**src/wdx_pkg.sv**
```systemverilog
package wdx_pkg;
	// Channel count and widths
	localparam int          NUM_CH        = 4;
	localparam int          DT_W          = 8;
	localparam int          PINS          = 8;
	localparam int          EV_W          = 8;
	// Fault action encodings
	localparam logic [1:0]  FACT_NONE     = 2'h0;
	localparam logic [1:0]  FACT_CLEARDIR = 2'h3;
	// Restore select encodings
	localparam logic        RESTORE_LATCH = 1'h0;
	localparam logic        RESTORE_CYCLE = 1'h1;
	// Reset values
	localparam logic [7:0]  DT_RST        = 8'h00;
	localparam logic [7:0]  OVR_RST       = 8'h00;
	localparam logic [7:0]  MASK_RST      = 8'h00;
	localparam logic [3:0]  DTEN_RST      = 4'h0;
	// Worst case cycles from event to fault action
	localparam int          FAULT_LAT_CYC = 2;
	// Fault state machine
	typedef enum logic [1:0] {
		WDX_RUN     = 2'b00,
		WDX_FAULT   = 2'b01,
		WDX_RESTORE = 2'b10
	} wdx_fault_e;
endpackage

```
**src/wdx_deadtime_gen.sv**
```systemverilog
`timescale 1ns/1ps
// One dead-time generator for a single compare channel
module wdx_deadtime_gen #(
	parameter int DT_W = 8
) (
	input  wire logic            i_core_clk,
	input  wire logic            i_rstn,
	input  wire logic            i_wave,
	input  wire logic [DT_W-1:0] i_low_side_deadtime_value,
	input  wire logic [DT_W-1:0] i_high_side_deadtime_value,
	output logic                 o_low_side_output,
	output logic                 o_high_side_output
);
	logic            wave_reg;
	logic [DT_W-1:0] cnt_reg;
	logic            rise;
	logic            fall;
	logic [DT_W-1:0] cnt_next;

	assign rise = i_wave & ~wave_reg;
	assign fall = ~i_wave & wave_reg;

	// Reload on an edge, else count down and rest at zero
	always_comb begin
		cnt_next = cnt_reg;
		if (rise) begin
			cnt_next = i_low_side_deadtime_value;
		end else if (fall) begin
			cnt_next = i_high_side_deadtime_value;
		end else if (cnt_reg != '0) begin
			cnt_next = cnt_reg - 1'b1;
		end
	end

	// Edge history and counter
	always_ff @(posedge i_core_clk) begin
		if (!i_rstn) begin
			wave_reg <= 1'b0;
			cnt_reg  <= '0;
		end else begin
			wave_reg <= i_wave;
			cnt_reg  <= cnt_next;
		end
	end

	// Outputs are registered; a zero reload lets the side follow at once
	always_ff @(posedge i_core_clk) begin
		if (!i_rstn) begin
			o_low_side_output  <= 1'b0;
			o_high_side_output <= 1'b0;
		end else if (cnt_next != '0) begin
			o_low_side_output  <= 1'b0;
			o_high_side_output <= 1'b0;
		end else begin
			o_low_side_output  <= i_wave;
			o_high_side_output <= ~i_wave;
		end
	end
endmodule

```
**src/wdx_waveform_ext.sv**
```systemverilog
`timescale 1ns/1ps
// Operation
// - Dead-time enable splits each enabled channel's waveform output into a complementary pair.
// - Low side follows waveform, high side inverted; both low during dead time.
// - Four identical dead-time generators share one pair of settings.
// - Low and high dead times independent, buffered, copied on update.
// - Eight-bit dead-time counter counts down each cycle, stops at zero.
// - Nonzero dead-time count forces both sides off.
// - Rising edge reloads low-side value, falling edge high-side value.
// - Channel dead-time enable hands pin pair to extension; override enables rule.
// - Pattern mode bypasses dead time and reuses its low-side setting as pattern.
// - In pattern mode, pins with override enable carry channel A waveform.
// - Buffered pattern copied to active only on update condition.
// - Each event channel selectable as fault input; selected ones ORed.
// - Direction-clear action clears direction bits, tri-stating pins; here extension pins get o_pin_oe_n forced high instead.
// - Fault sets fault flag and pulses timer error flag set output.
// - Fault action takes effect within two clock cycles of the event.
// - Fault logic runs with no processor or DMA help, clock needed.
// - Latched restore: wait fault gone and flag cleared, then next update.
// - Cycle restore: wait fault gone, then resume at next update.
// - Leaving fault restores direction bits; override register writes blocked.
// - Lock bit blocks writes to control, override enable and mask.
// - Debug break acts as fault by default; can be disabled.
// - Action code 00 is none, 11 clears direction; 01, 10 reserved.
// - Fault flag cleared only by writing one.
// - Restore select zero is latched, one is cycle-by-cycle.
// - Single-source mode feeds channel A waveform to all generators.
module wdx_waveform_ext #(
	parameter int NUM_CH = wdx_pkg::NUM_CH,
	parameter int DT_W   = wdx_pkg::DT_W,
	parameter int PINS   = wdx_pkg::PINS,
	parameter int EV_W   = wdx_pkg::EV_W
) (
	input  wire logic              i_core_clk,
	input  wire logic              i_rstn,
	// Timer side
	input  wire logic [NUM_CH-1:0] i_waveform_generator,
	input  wire logic              i_update,
	input  wire logic              i_lock_update,
	// Configuration writes
	input  wire logic              i_lock,
	input  wire logic              i_ctrl_we,
	input  wire logic [NUM_CH-1:0] i_channel_deadtime_enable,
	input  wire logic              i_single_source_channel_mode,
	input  wire logic              i_pattern_mode_enable,
	input  wire logic              i_ovr_en_we,
	input  wire logic [PINS-1:0]   i_output_override_enable,
	input  wire logic              i_mask_we,
	input  wire logic [EV_W-1:0]   i_fault_event_mask,
	input  wire logic [1:0]        i_fault_action_select,
	input  wire logic              i_fault_restore_select,
	input  wire logic              i_debug_fault_disable,
	input  wire logic              i_fault_flag_clr,
	input  wire logic              i_dt_low_buf_we,
	input  wire logic [DT_W-1:0]   i_dt_low_buf,
	input  wire logic              i_dt_high_buf_we,
	input  wire logic [DT_W-1:0]   i_dt_high_buf,
	// Fault sources
	input  wire logic [EV_W-1:0]   i_events,
	input  wire logic              i_on_chip_debugger_break,
	// Port side
	input  wire logic [PINS-1:0]   i_port_dir,
	input  wire logic [PINS-1:0]   i_port_out,
	input  wire logic [PINS-1:0]   i_compare_output_enable,
	output logic [PINS-1:0]        o_pin_out,
	output logic [PINS-1:0]        o_pin_oe_n,
	output logic [NUM_CH-1:0]      o_channel_deadtime_enable,
	output logic [PINS-1:0]        o_output_override_enable,
	output logic                   o_single_source_channel_mode,
	output logic                   o_pattern_mode_enable,
	output logic [EV_W-1:0]        o_fault_event_mask,
	output logic [DT_W-1:0]        o_low_side_deadtime_value,
	output logic [DT_W-1:0]        o_high_side_deadtime_value,
	output logic                   o_dt_low_buf_valid,
	output logic                   o_dt_high_buf_valid,
	output logic                   o_fault_flag,
	output logic                   o_timer_error_flag_set,
	output logic                   o_fault_active
);
	typedef wdx_pkg::wdx_fault_e wdx_fault_e_t;

	logic [NUM_CH-1:0] dten_reg;
	logic              ssm_reg;
	logic              pgm_reg;
	logic [PINS-1:0]   ovr_reg;
	logic [EV_W-1:0]   mask_reg;
	logic [DT_W-1:0]   dtl_reg;
	logic [DT_W-1:0]   dth_reg;
	logic [DT_W-1:0]   dtl_buf_reg;
	logic [DT_W-1:0]   dth_buf_reg;
	logic              dtl_v_reg;
	logic              dth_v_reg;
	logic              flag_reg;
	logic              fault_in_reg;
	wdx_fault_e_t      state_reg;
	logic              fault_src;
	logic              prot_on;
	logic              do_update;
	logic              in_fault;
	logic [NUM_CH-1:0] wave_in;
	logic [NUM_CH-1:0] ls;
	logic [NUM_CH-1:0] hs;
	logic [PINS-1:0]   ext_pins;
	logic [PINS-1:0]   dt_val;
	logic [PINS-1:0]   dt_pins;
	logic              ext_active;

	// Reserved action codes behave as protection off
	assign prot_on   = (i_fault_action_select == wdx_pkg::FACT_CLEARDIR);
	// Events of selected channels ORed with debug break unless disabled
	assign fault_src = prot_on & ((|(i_events & mask_reg))
	                 | (i_on_chip_debugger_break & ~i_debug_fault_disable));
	assign do_update = i_update & ~i_lock_update;
	assign in_fault  = (state_reg != wdx_pkg::WDX_RUN);

	// Control, override and mask writes; lock gates all three, fault only the override
	always_ff @(posedge i_core_clk) begin
		if (!i_rstn) begin
			dten_reg <= wdx_pkg::DTEN_RST;
			ssm_reg  <= 1'b0;
			pgm_reg  <= 1'b0;
			ovr_reg  <= wdx_pkg::OVR_RST;
			mask_reg <= wdx_pkg::MASK_RST;
		end else begin
			if (i_ctrl_we && !i_lock) begin
				dten_reg <= i_channel_deadtime_enable;
				ssm_reg  <= i_single_source_channel_mode;
				pgm_reg  <= i_pattern_mode_enable;
			end
			// Fault leaves the override untouched but refuses writes
			if (i_ovr_en_we && !i_lock && !in_fault) begin
				ovr_reg <= i_output_override_enable;
			end
			if (i_mask_we && !i_lock) begin
				mask_reg <= i_fault_event_mask;
			end
		end
	end

	// Double-buffered dead time / pattern, copied on update only
	always_ff @(posedge i_core_clk) begin
		if (!i_rstn) begin
			dtl_reg     <= wdx_pkg::DT_RST;
			dth_reg     <= wdx_pkg::DT_RST;
			dtl_buf_reg <= wdx_pkg::DT_RST;
			dth_buf_reg <= wdx_pkg::DT_RST;
			dtl_v_reg   <= 1'b0;
			dth_v_reg   <= 1'b0;
		end else begin
			if (do_update && dtl_v_reg) begin
				dtl_reg <= dtl_buf_reg;
			end
			if (do_update && dth_v_reg) begin
				dth_reg <= dth_buf_reg;
			end
			// A write in the update cycle keeps its valid bit
			if (i_dt_low_buf_we) begin
				dtl_buf_reg <= i_dt_low_buf;
				dtl_v_reg   <= 1'b1;
			end else if (do_update) begin
				dtl_v_reg <= 1'b0;
			end
			if (i_dt_high_buf_we) begin
				dth_buf_reg <= i_dt_high_buf;
				dth_v_reg   <= 1'b1;
			end else if (do_update) begin
				dth_v_reg <= 1'b0;
			end
		end
	end

	// Fault flag: set beats a software clear in the same cycle
	always_ff @(posedge i_core_clk) begin
		if (!i_rstn) begin
			flag_reg     <= 1'b0;
			fault_in_reg <= 1'b0;
		end else begin
			fault_in_reg <= fault_src;
			if (fault_src) begin
				flag_reg <= 1'b1;
			end else if (i_fault_flag_clr) begin
				flag_reg <= 1'b0;
			end
		end
	end

	// Fault state: entered the cycle after the event, left on update
	always_ff @(posedge i_core_clk) begin
		if (!i_rstn) begin
			state_reg <= wdx_pkg::WDX_RUN;
		end else begin
			unique case (state_reg)
				wdx_pkg::WDX_RUN: begin
					if (fault_src) begin
						state_reg <= wdx_pkg::WDX_FAULT;
					end
				end
				wdx_pkg::WDX_FAULT: begin
					if (fault_src) begin
						state_reg <= wdx_pkg::WDX_FAULT;
					end else if (i_fault_restore_select == wdx_pkg::RESTORE_CYCLE) begin
						state_reg <= wdx_pkg::WDX_RESTORE;
					end else if (!flag_reg) begin
						state_reg <= wdx_pkg::WDX_RESTORE;
					end
				end
				wdx_pkg::WDX_RESTORE: begin
					if (fault_src) begin
						state_reg <= wdx_pkg::WDX_FAULT;
					end else if (i_update) begin
						state_reg <= wdx_pkg::WDX_RUN;
					end
				end
				default: begin
					state_reg <= wdx_pkg::WDX_RUN;
				end
			endcase
		end
	end

	// Single-source mode feeds channel A everywhere
	assign wave_in = ssm_reg ? {NUM_CH{i_waveform_generator[0]}}
	                         : i_waveform_generator;

	// Four generators sharing the active settings
	genvar g;
	generate
		for (g = 0; g < NUM_CH; g++) begin : g_dt
			wdx_deadtime_gen #(
				.DT_W (DT_W)
			) u_dt (
				.i_core_clk                 (i_core_clk),
				.i_rstn                     (i_rstn),
				.i_wave                     (wave_in[g]),
				.i_low_side_deadtime_value  (dtl_reg),
				.i_high_side_deadtime_value (dth_reg),
				.o_low_side_output          (ls[g]),
				.o_high_side_output         (hs[g])
			);
			// Even pin carries low side, odd pin high side
			assign dt_pins[2*g]   = ls[g];
			assign dt_pins[2*g+1] = hs[g];
			assign dt_val[2*g]    = dten_reg[g];
			assign dt_val[2*g+1]  = dten_reg[g];
		end
	endgenerate

	// Pattern mode bypasses dead time; pattern bits come from low setting
	assign ext_pins = pgm_reg ? ({PINS{i_waveform_generator[0]}} & ovr_reg)
	                          | (dtl_reg & ~ovr_reg)
	                          : dt_pins;
	assign ext_active = pgm_reg | (|dten_reg);

	// Pin mux and direction; direction still owned by software
	always_ff @(posedge i_core_clk) begin
		if (!i_rstn) begin
			o_pin_out  <= '0;
			o_pin_oe_n <= '1;
		end else begin
			for (int p = 0; p < PINS; p++) begin
				if (ext_active && (pgm_reg || dt_val[p])) begin
					// Pattern bits reach the pin as they stand; dead-time pins need an override
					o_pin_out[p]  <= ext_pins[p] & (ovr_reg[p] | pgm_reg);
					// Direction register must be set for any output
					o_pin_oe_n[p] <= ~i_port_dir[p];
					if (in_fault && prot_on) begin
						o_pin_oe_n[p] <= 1'b1;
					end
				end else begin
					o_pin_out[p]  <= i_port_out[p] & i_compare_output_enable[p];
					o_pin_oe_n[p] <= ~i_port_dir[p];
				end
			end
			// Catch the event cycle itself so the action lands within two cycles
			if (fault_src) begin
				for (int p = 0; p < PINS; p++) begin
					if (pgm_reg || dt_val[p]) begin
						o_pin_oe_n[p] <= 1'b1;
					end
				end
			end
		end
	end

	// Status and configuration visible to software
	always_ff @(posedge i_core_clk) begin
		if (!i_rstn) begin
			o_timer_error_flag_set <= 1'b0;
		end else begin
			o_timer_error_flag_set <= fault_src & ~fault_in_reg;
		end
	end

	assign o_channel_deadtime_enable    = dten_reg;
	assign o_output_override_enable     = ovr_reg;
	assign o_single_source_channel_mode = ssm_reg;
	assign o_pattern_mode_enable        = pgm_reg;
	assign o_fault_event_mask           = mask_reg;
	assign o_low_side_deadtime_value    = dtl_reg;
	assign o_high_side_deadtime_value   = dth_reg;
	assign o_dt_low_buf_valid           = dtl_v_reg;
	assign o_dt_high_buf_valid          = dth_v_reg;
	assign o_fault_flag                 = flag_reg;
	assign o_fault_active               = in_fault;
endmodule

```
**config.mk**
```make
export PLATFORM = sky130hd
export DESIGN_NAME = wdx_waveform_ext
export DESIGN_NICKNAME = d
export VERILOG_FILES = /design/src/wdx_pkg.sv /design/src/wdx_deadtime_gen.sv /design/src/wdx_waveform_ext.sv
export SDC_FILE = /design/constraint.sdc
export NUM_CORES = 1
export LEC_CHECK = 0
export ABC_CLOCK_PERIOD_IN_PS = 7250
export BUFFER_PORTS_ARGS = -buffer_cell sky130_fd_sc_hd__buf_2
export CORE_UTILIZATION = 39
export CTS_BUF_LIST = sky130_fd_sc_hd__clkbuf_16
export DETAILED_ROUTE_END_ITERATION = 10
export PLACE_DENSITY_LB_ADDON = 0.3
export SYNTH_ARGS = -nofsm -noshare
export SYNTH_HDL_FRONTEND = slang
export SYNTH_SLANG_ARGS = --single-unit
```
**constraint.sdc**
```tcl
create_clock -name i_core_clk -period 7.25 [get_ports i_core_clk]
set_input_delay 1.45 -clock i_core_clk [delete_from_list [all_inputs] [get_ports i_core_clk]]
set_output_delay 1.45 -clock i_core_clk [all_outputs]
set_load 0.01 [all_outputs]
```
==> flow_summary.ini, run 1 <==
[outcome]
status = finished with violations
violations = design-rule violations

[final_layout]
area_growth_pct = 24.2
final_cell_mix = 148 x buf_2, 121 x dfxtp_1, 96 x nor2_1
nets = 938
final_cells = 1037
final_common_cell = buf_2
largest_reg_flops = 32
drive_gt1_share_pct = 24.0
antenna_cells = 0

[critical_path]
worstPathArrival_ns = 3.42
worstSetupStartpointType = input port
critPathKind = input port to flop
worstSetupEndpointType = flop
path_max_fanout = 25
ff2ff_path_depth = 6
crit_required_ns = 7.57

[clocking]
cts_buffers = 17
path_clk_slew_ns = 0.05
clock_sinks = 121
cts_buffer_depth = 2
cts_resized = 0
cts_hold_buf = 0
root_buffer = clkbuf_16
cts_setup_buffers = 0
h-tree-depth = 4
tritoncts = built
clk_latency_ns = 0.42

[synthesis]
synth_top_cell_by_area = dfxtp_1
async_reset_ff_share_pct = 0
synthDistinctLibCells = 63
ys_seq_area_share_pct = 40.7
avgSynthCellArea_sq_um = 8.36
synth_top_area_share_pct = 40.7
synth_edf_count = 0
yosysWarnings = 0
syn_inst = 712
synthTopCellsByArea = dfxtp_1 41%, mux2i_1 7.4%, nor2_1 6.1%, nand2_1 4.3%, a21oi_1 4.2%
ys.flop_type = dfxtp_1
ys_ff_latch = 121
synth.net_count = 810
syn_area_sq_um = 5960

[floorplan]
die_w_microns = 126
start_util_pct = 40.5
ios = 149
coreArea_sq_um = 14700
dieHeight_microns = 126
rows = 44
dieArea_sq_um = 15800

[pwr]
fin_total_pwr_uw = 2160
pwr_density_cell_nw_per_um2 = 292
power.leakage_uw = 0.00313
peakVddDrop_mv = 0.185

[sta]
fmax_mhz = 322
finalSetupTns_ns = 0
finalWorstSetupSlack_ns = 4.15
finalHoldViolations = 0
slew_headroom_pct = 28.5
rsz0062_at_grt = no
post-route-period-util_pct = 42.8
slew_viol_final = 0
fin_worst_skew_ns = 0.00638
min_period_ns = 3.10
finalSetupViolCount = 0
worst-slew-pin-transition_ns = 1.07

[flow_run]
cap_violations = 0

[route]
m1WireLength_microns = 7250
dr.max_layer_used = met4
vias_per_cell = 5.38
wl_met2_microns = 7910
drtIter0Drc = 432
remaining_drc_errors = 4
vias = 5584
wire_per_inst_microns = 15.8
route.met3.wl_microns = 945
final_antenna_net_count = 0
dr.pass1.iters = 8
wl_microns = 16400

[place]
dp_cells = 1005
gp_congestion = 0.834
dp_slack_ns = 3.75
io_buffers = 148
dp_hpwl_microns = 11800

[global_route]
grt_pass1_wl_microns = 26500
grt_usage_pct = 21.4
overflow = 0
grt_max_degree = 77
grt_pass1_vias = 5103
grt_antenna_before_repair = 0

[min_path]
hold_depth = 1
hp-class = flop to flop
stage by stage:
stage,area [sq um],hold slack (ns),util [%]
6_report,7400,0.391,50.3
5_1_grt,7400,0.418,50.3
4_1_cts,7400,0.395,50.3
3_5_place_dp,6790,0.388,46.2
3_3_place_gp,6790,0.381,46.2
2_1_floorplan,5960,0.376,-
final cells by class:
class	instances	area (sq um)
repair buffers	153	778
fillers	1421	7300
well taps	184	230
multi-input cells	527	3280
clock buffers	17	425
inverters	20	75.1
flip-flops and latches	121	2420
clock inverters	15	183
Yosys cell counts (all sizes together) (3+ instances only):
library cell,instances
and3,5
buf,8
a22o,3
nand3,22
nand2b,10
a21oi,50
or2,4
o21ai,20
nor2,96
a311oi,5
a211oi,12
clkbuf,36
or3,10
o311a,3
nand4,5
nand2,69
o211ai,13
xor2,13
a31oi,14
o311ai,4
xnor2,9
mux2,6
ha,8
nor4,7
and2,10
mux2i,44
or4,5
dfxtp,121
nor3b,14
inv,20
nor2b,9
a22oi,4
nand3b,5
o31ai,3
nor3,15
o221ai,5
power by group:
group	switching, uW	internal, uW
clock network	296	568
logic	285	230
registers	58.7	720
total	639	1520
metal layers:
layer	vias up	track usage (%)
met5	-	0
met4	0	8.39
met3	22	5.39
met2	173	35.0
met1	2583	27.0
li1	2806	-
worst max-delay path, stage by stage:
cell and delay [ns]:
buf_2 0.38, mux2i_1 0.14, buf_4 0.22, xnor2_1 0.38, a21oi_1 0.07, a311oi_1 0.33, nand4_1 0.16, nor4_1 0.27
logic make-up after synthesis:
kind of cell               Yosys count  synth area share, %
buffers and inverters               64                 4.20
DFF                                121                 40.7
xor gates and xnor gates            22                 3.24
muxes                               50                 8.53
adders and majority gates            8                 1.68
and+or+nand+nor                    291                 24.1
AOI/OAI and AO/OA                  156                 17.6
worst paths after layout:
path	startpoint	end	slack (ns)
max	i_waveform_generator[0]	g_dt[2].u_dt.o_low_side_output$_SDFF_PP0_	4.15
min reg2reg	fault_in_reg$_SDFF_PN0_	o_timer_error_flag_set$_SDFF_PN0_	0.39
min	fault_in_reg$_SDFF_PN0_	o_timer_error_flag_set$_SDFF_PN0_	0.39
max reg2reg	g_dt[1].u_dt.cnt_reg[2]$_SDFF_PN0_	g_dt[1].u_dt.o_high_side_output$_SDFF_PP0_	4.63
Power figures use the tool's default switching activity.
==> run 2: changes to the inputs <==
Settings changed: ABC_AREA set to 1, ABC_CLOCK_PERIOD_IN_PS 7250 to 3200.
Clock period 7.25 ns to 3.2 ns, I/O delays scaled along.
==> flow_summary.ini, run 2 <==
[floorplan]
rows = 44
dieArea_sq_um = 15600
ios = 149
coreArea_sq_um = 14600
start_util_pct = 40.3
die_w_microns = 125
dieHeight_microns = 125

[critical_path]
worstPathArrival_ns = 1.24
slowest_stage = dfxtp_1
crit_required_ns = 2.56
worstSetupEndpointType = primary output
max_stage_delay_ns = 0.60
critPathKind = flop to primary output
path_max_fanout = 12
crit_buf_inv = 1
crit_chain = buf_2
worstSetupStartpointType = flop
critical-path-top-delay-family = flip-flops

[sta]
finalHoldViolations = 0
rsz0062_at_grt = no
worst-slew-pin-transition_ns = 0.585
finalSetupTns_ns = 0
slew_viol_final = 0
slew_headroom_pct = 60.9
fmax_mhz = 531
fin_worst_skew_ns = 0.0128
finalSetupViolCount = 0
min_period_ns = 1.88
post-route-period-util_pct = 58.8

[route]
remaining_drc_errors = 8
dr.pass1.iters = 8
wire_per_inst_microns = 13.8
vias = 6114
wl_microns = 17100
final_antenna_net_count = 0
vias_per_cell = 4.95
drtIter0Drc = 493

[synthesis]
synth.net_count = 990
synth_top_cell_by_area = dfxtp_1
async_reset_ff_share_pct = 0
netlist_top_cells_count = 207 x nand2_1, 141 x nor2_1, 121 x dfxtp_1
avgSynthCellArea_sq_um = 6.61
syn_area_sq_um = 5900
synth_edf_count = 0
ys_ff_latch = 121
ys.flop_type = dfxtp_1
syn_inst = 892
synthTopCellsByArea = dfxtp_1 41%, nand2_1 13%, nor2_1 9.0%, o21ai_0 7.5%, inv_1 7.3%
ys_seq_area_share_pct = 41.1
synthDistinctLibCells = 35
yosysWarnings = 0
yosys.cell_count.top_type = nand2_1
synth_top_area_share_pct = 41.1

[final_layout]
nets = 1137
largest_reg_flops = 32
multi_input_area_sq_um = 2900
final-seq-area_sq_um = 2420
final_common_cell = nand2_1
drive_gt1_share_pct = 19.5
area_growth_pct = 25.6
antenna_cells = 0
fillerInstances = 1512
final_cell_mix = 207 x nand2_1, 148 x buf_2, 141 x nor2_1

[clocking]
path_clk_slew_ns = 0.05
root_buffer = clkbuf_16
cts_buffer_depth = 2
clk_latency_ns = 0.42
h-tree-depth = 4
cts_buffers = 17
cts_hold_buf = 0
cts_setup_buffers = 0
tritoncts = built
clock_sinks = 121
cts_resized = 0

[pwr]
power.leakage_uw = 0.00373
pwr_density_cell_nw_per_um2 = 681
peakVddDrop_mv = 0.642
fin_total_pwr_uw = 5040

[flow_run]
cap_violations = 0

[place]
gp_congestion = 0.895
dp_hpwl_microns = 12800
io_buffers = 148

[outcome]
violations = design-rule violations
status = finished with violations

[global_route]
grt_pass1_wl_microns = 27500
grt_usage_pct = 22.5
grt_pass1_vias = 5510
grt_antenna_before_repair = 0
grt_max_degree = 69
overflow = 0

[min_path]
hp-class = flop to flop
run 2: cells by family (layout without fill, tap and decap cells):
logic type	after synthesis	in the layout	share of synthesized area, %
simple gates	437	437	30.7
fa+ha+maj	8	8	1.70
xor+xnor	7	7	1.04
compound gates	174	174	15.8
flops	121	121	41.1
buf+inv	145	304	9.68
run 2: through the flow:
step / util, % / setup slack [ns] / hold slack [ns] / area (sq um) / std cells
detailed placement: 46.2 / 0.996 / 0.373 / 6770 / 1204
global placement: 46.2 / 1.08 / 0.373 / 6770 / 1204
floorplan: - / 1.48 / 0.368 / 5900 / 892
finish: 50.5 / 1.32 / 0.384 / 7400 / 1235
CTS: 50.5 / 1.34 / 0.382 / 7400 / 1235
global route: 50.5 / 1.26 / 0.391 / 7400 / 1235
run 2: layer usage:
metal  track usage, %  wire length [microns]
met5                0                      0
met4             7.17                    270
met3             4.79                    950
met2             35.7                   7790
met1             30.6                   8080
run 2: final cells by class:
type	count	area share, %
Multi-Input combinational cell	626	39.2
Sequential cell	121	32.7
Timing Repair Buffer	150	10.2
Inverter	123	6.24
Clock buffer	17	5.75
Tap cell	184	3.11
Clock inverter	14	2.76
run 2: where the power goes:
part,switching [uW],total [uW],internal (uW)
combinational,780,1230,450
clock,693,2060,1370
sequential,103,1750,1650
total,1580,5040,3470
run 2: path summary, 6_finish.rpt:
kind         cells past startpoint                                from                                         end  slack [ns]
max                              1  o_pattern_mode_enable$_SDFFE_PN0P_                       o_pattern_mode_enable        1.32
min                              1             fault_in_reg$_SDFF_PN0_           o_timer_error_flag_set$_SDFF_PN0_        0.38
max reg2reg                     12  g_dt[0].u_dt.cnt_reg[0]$_SDFF_PN0_  g_dt[0].u_dt.o_high_side_output$_SDFF_PP0_        1.46
min reg2reg                      1             fault_in_reg$_SDFF_PN0_           o_timer_error_flag_set$_SDFF_PN0_        0.38
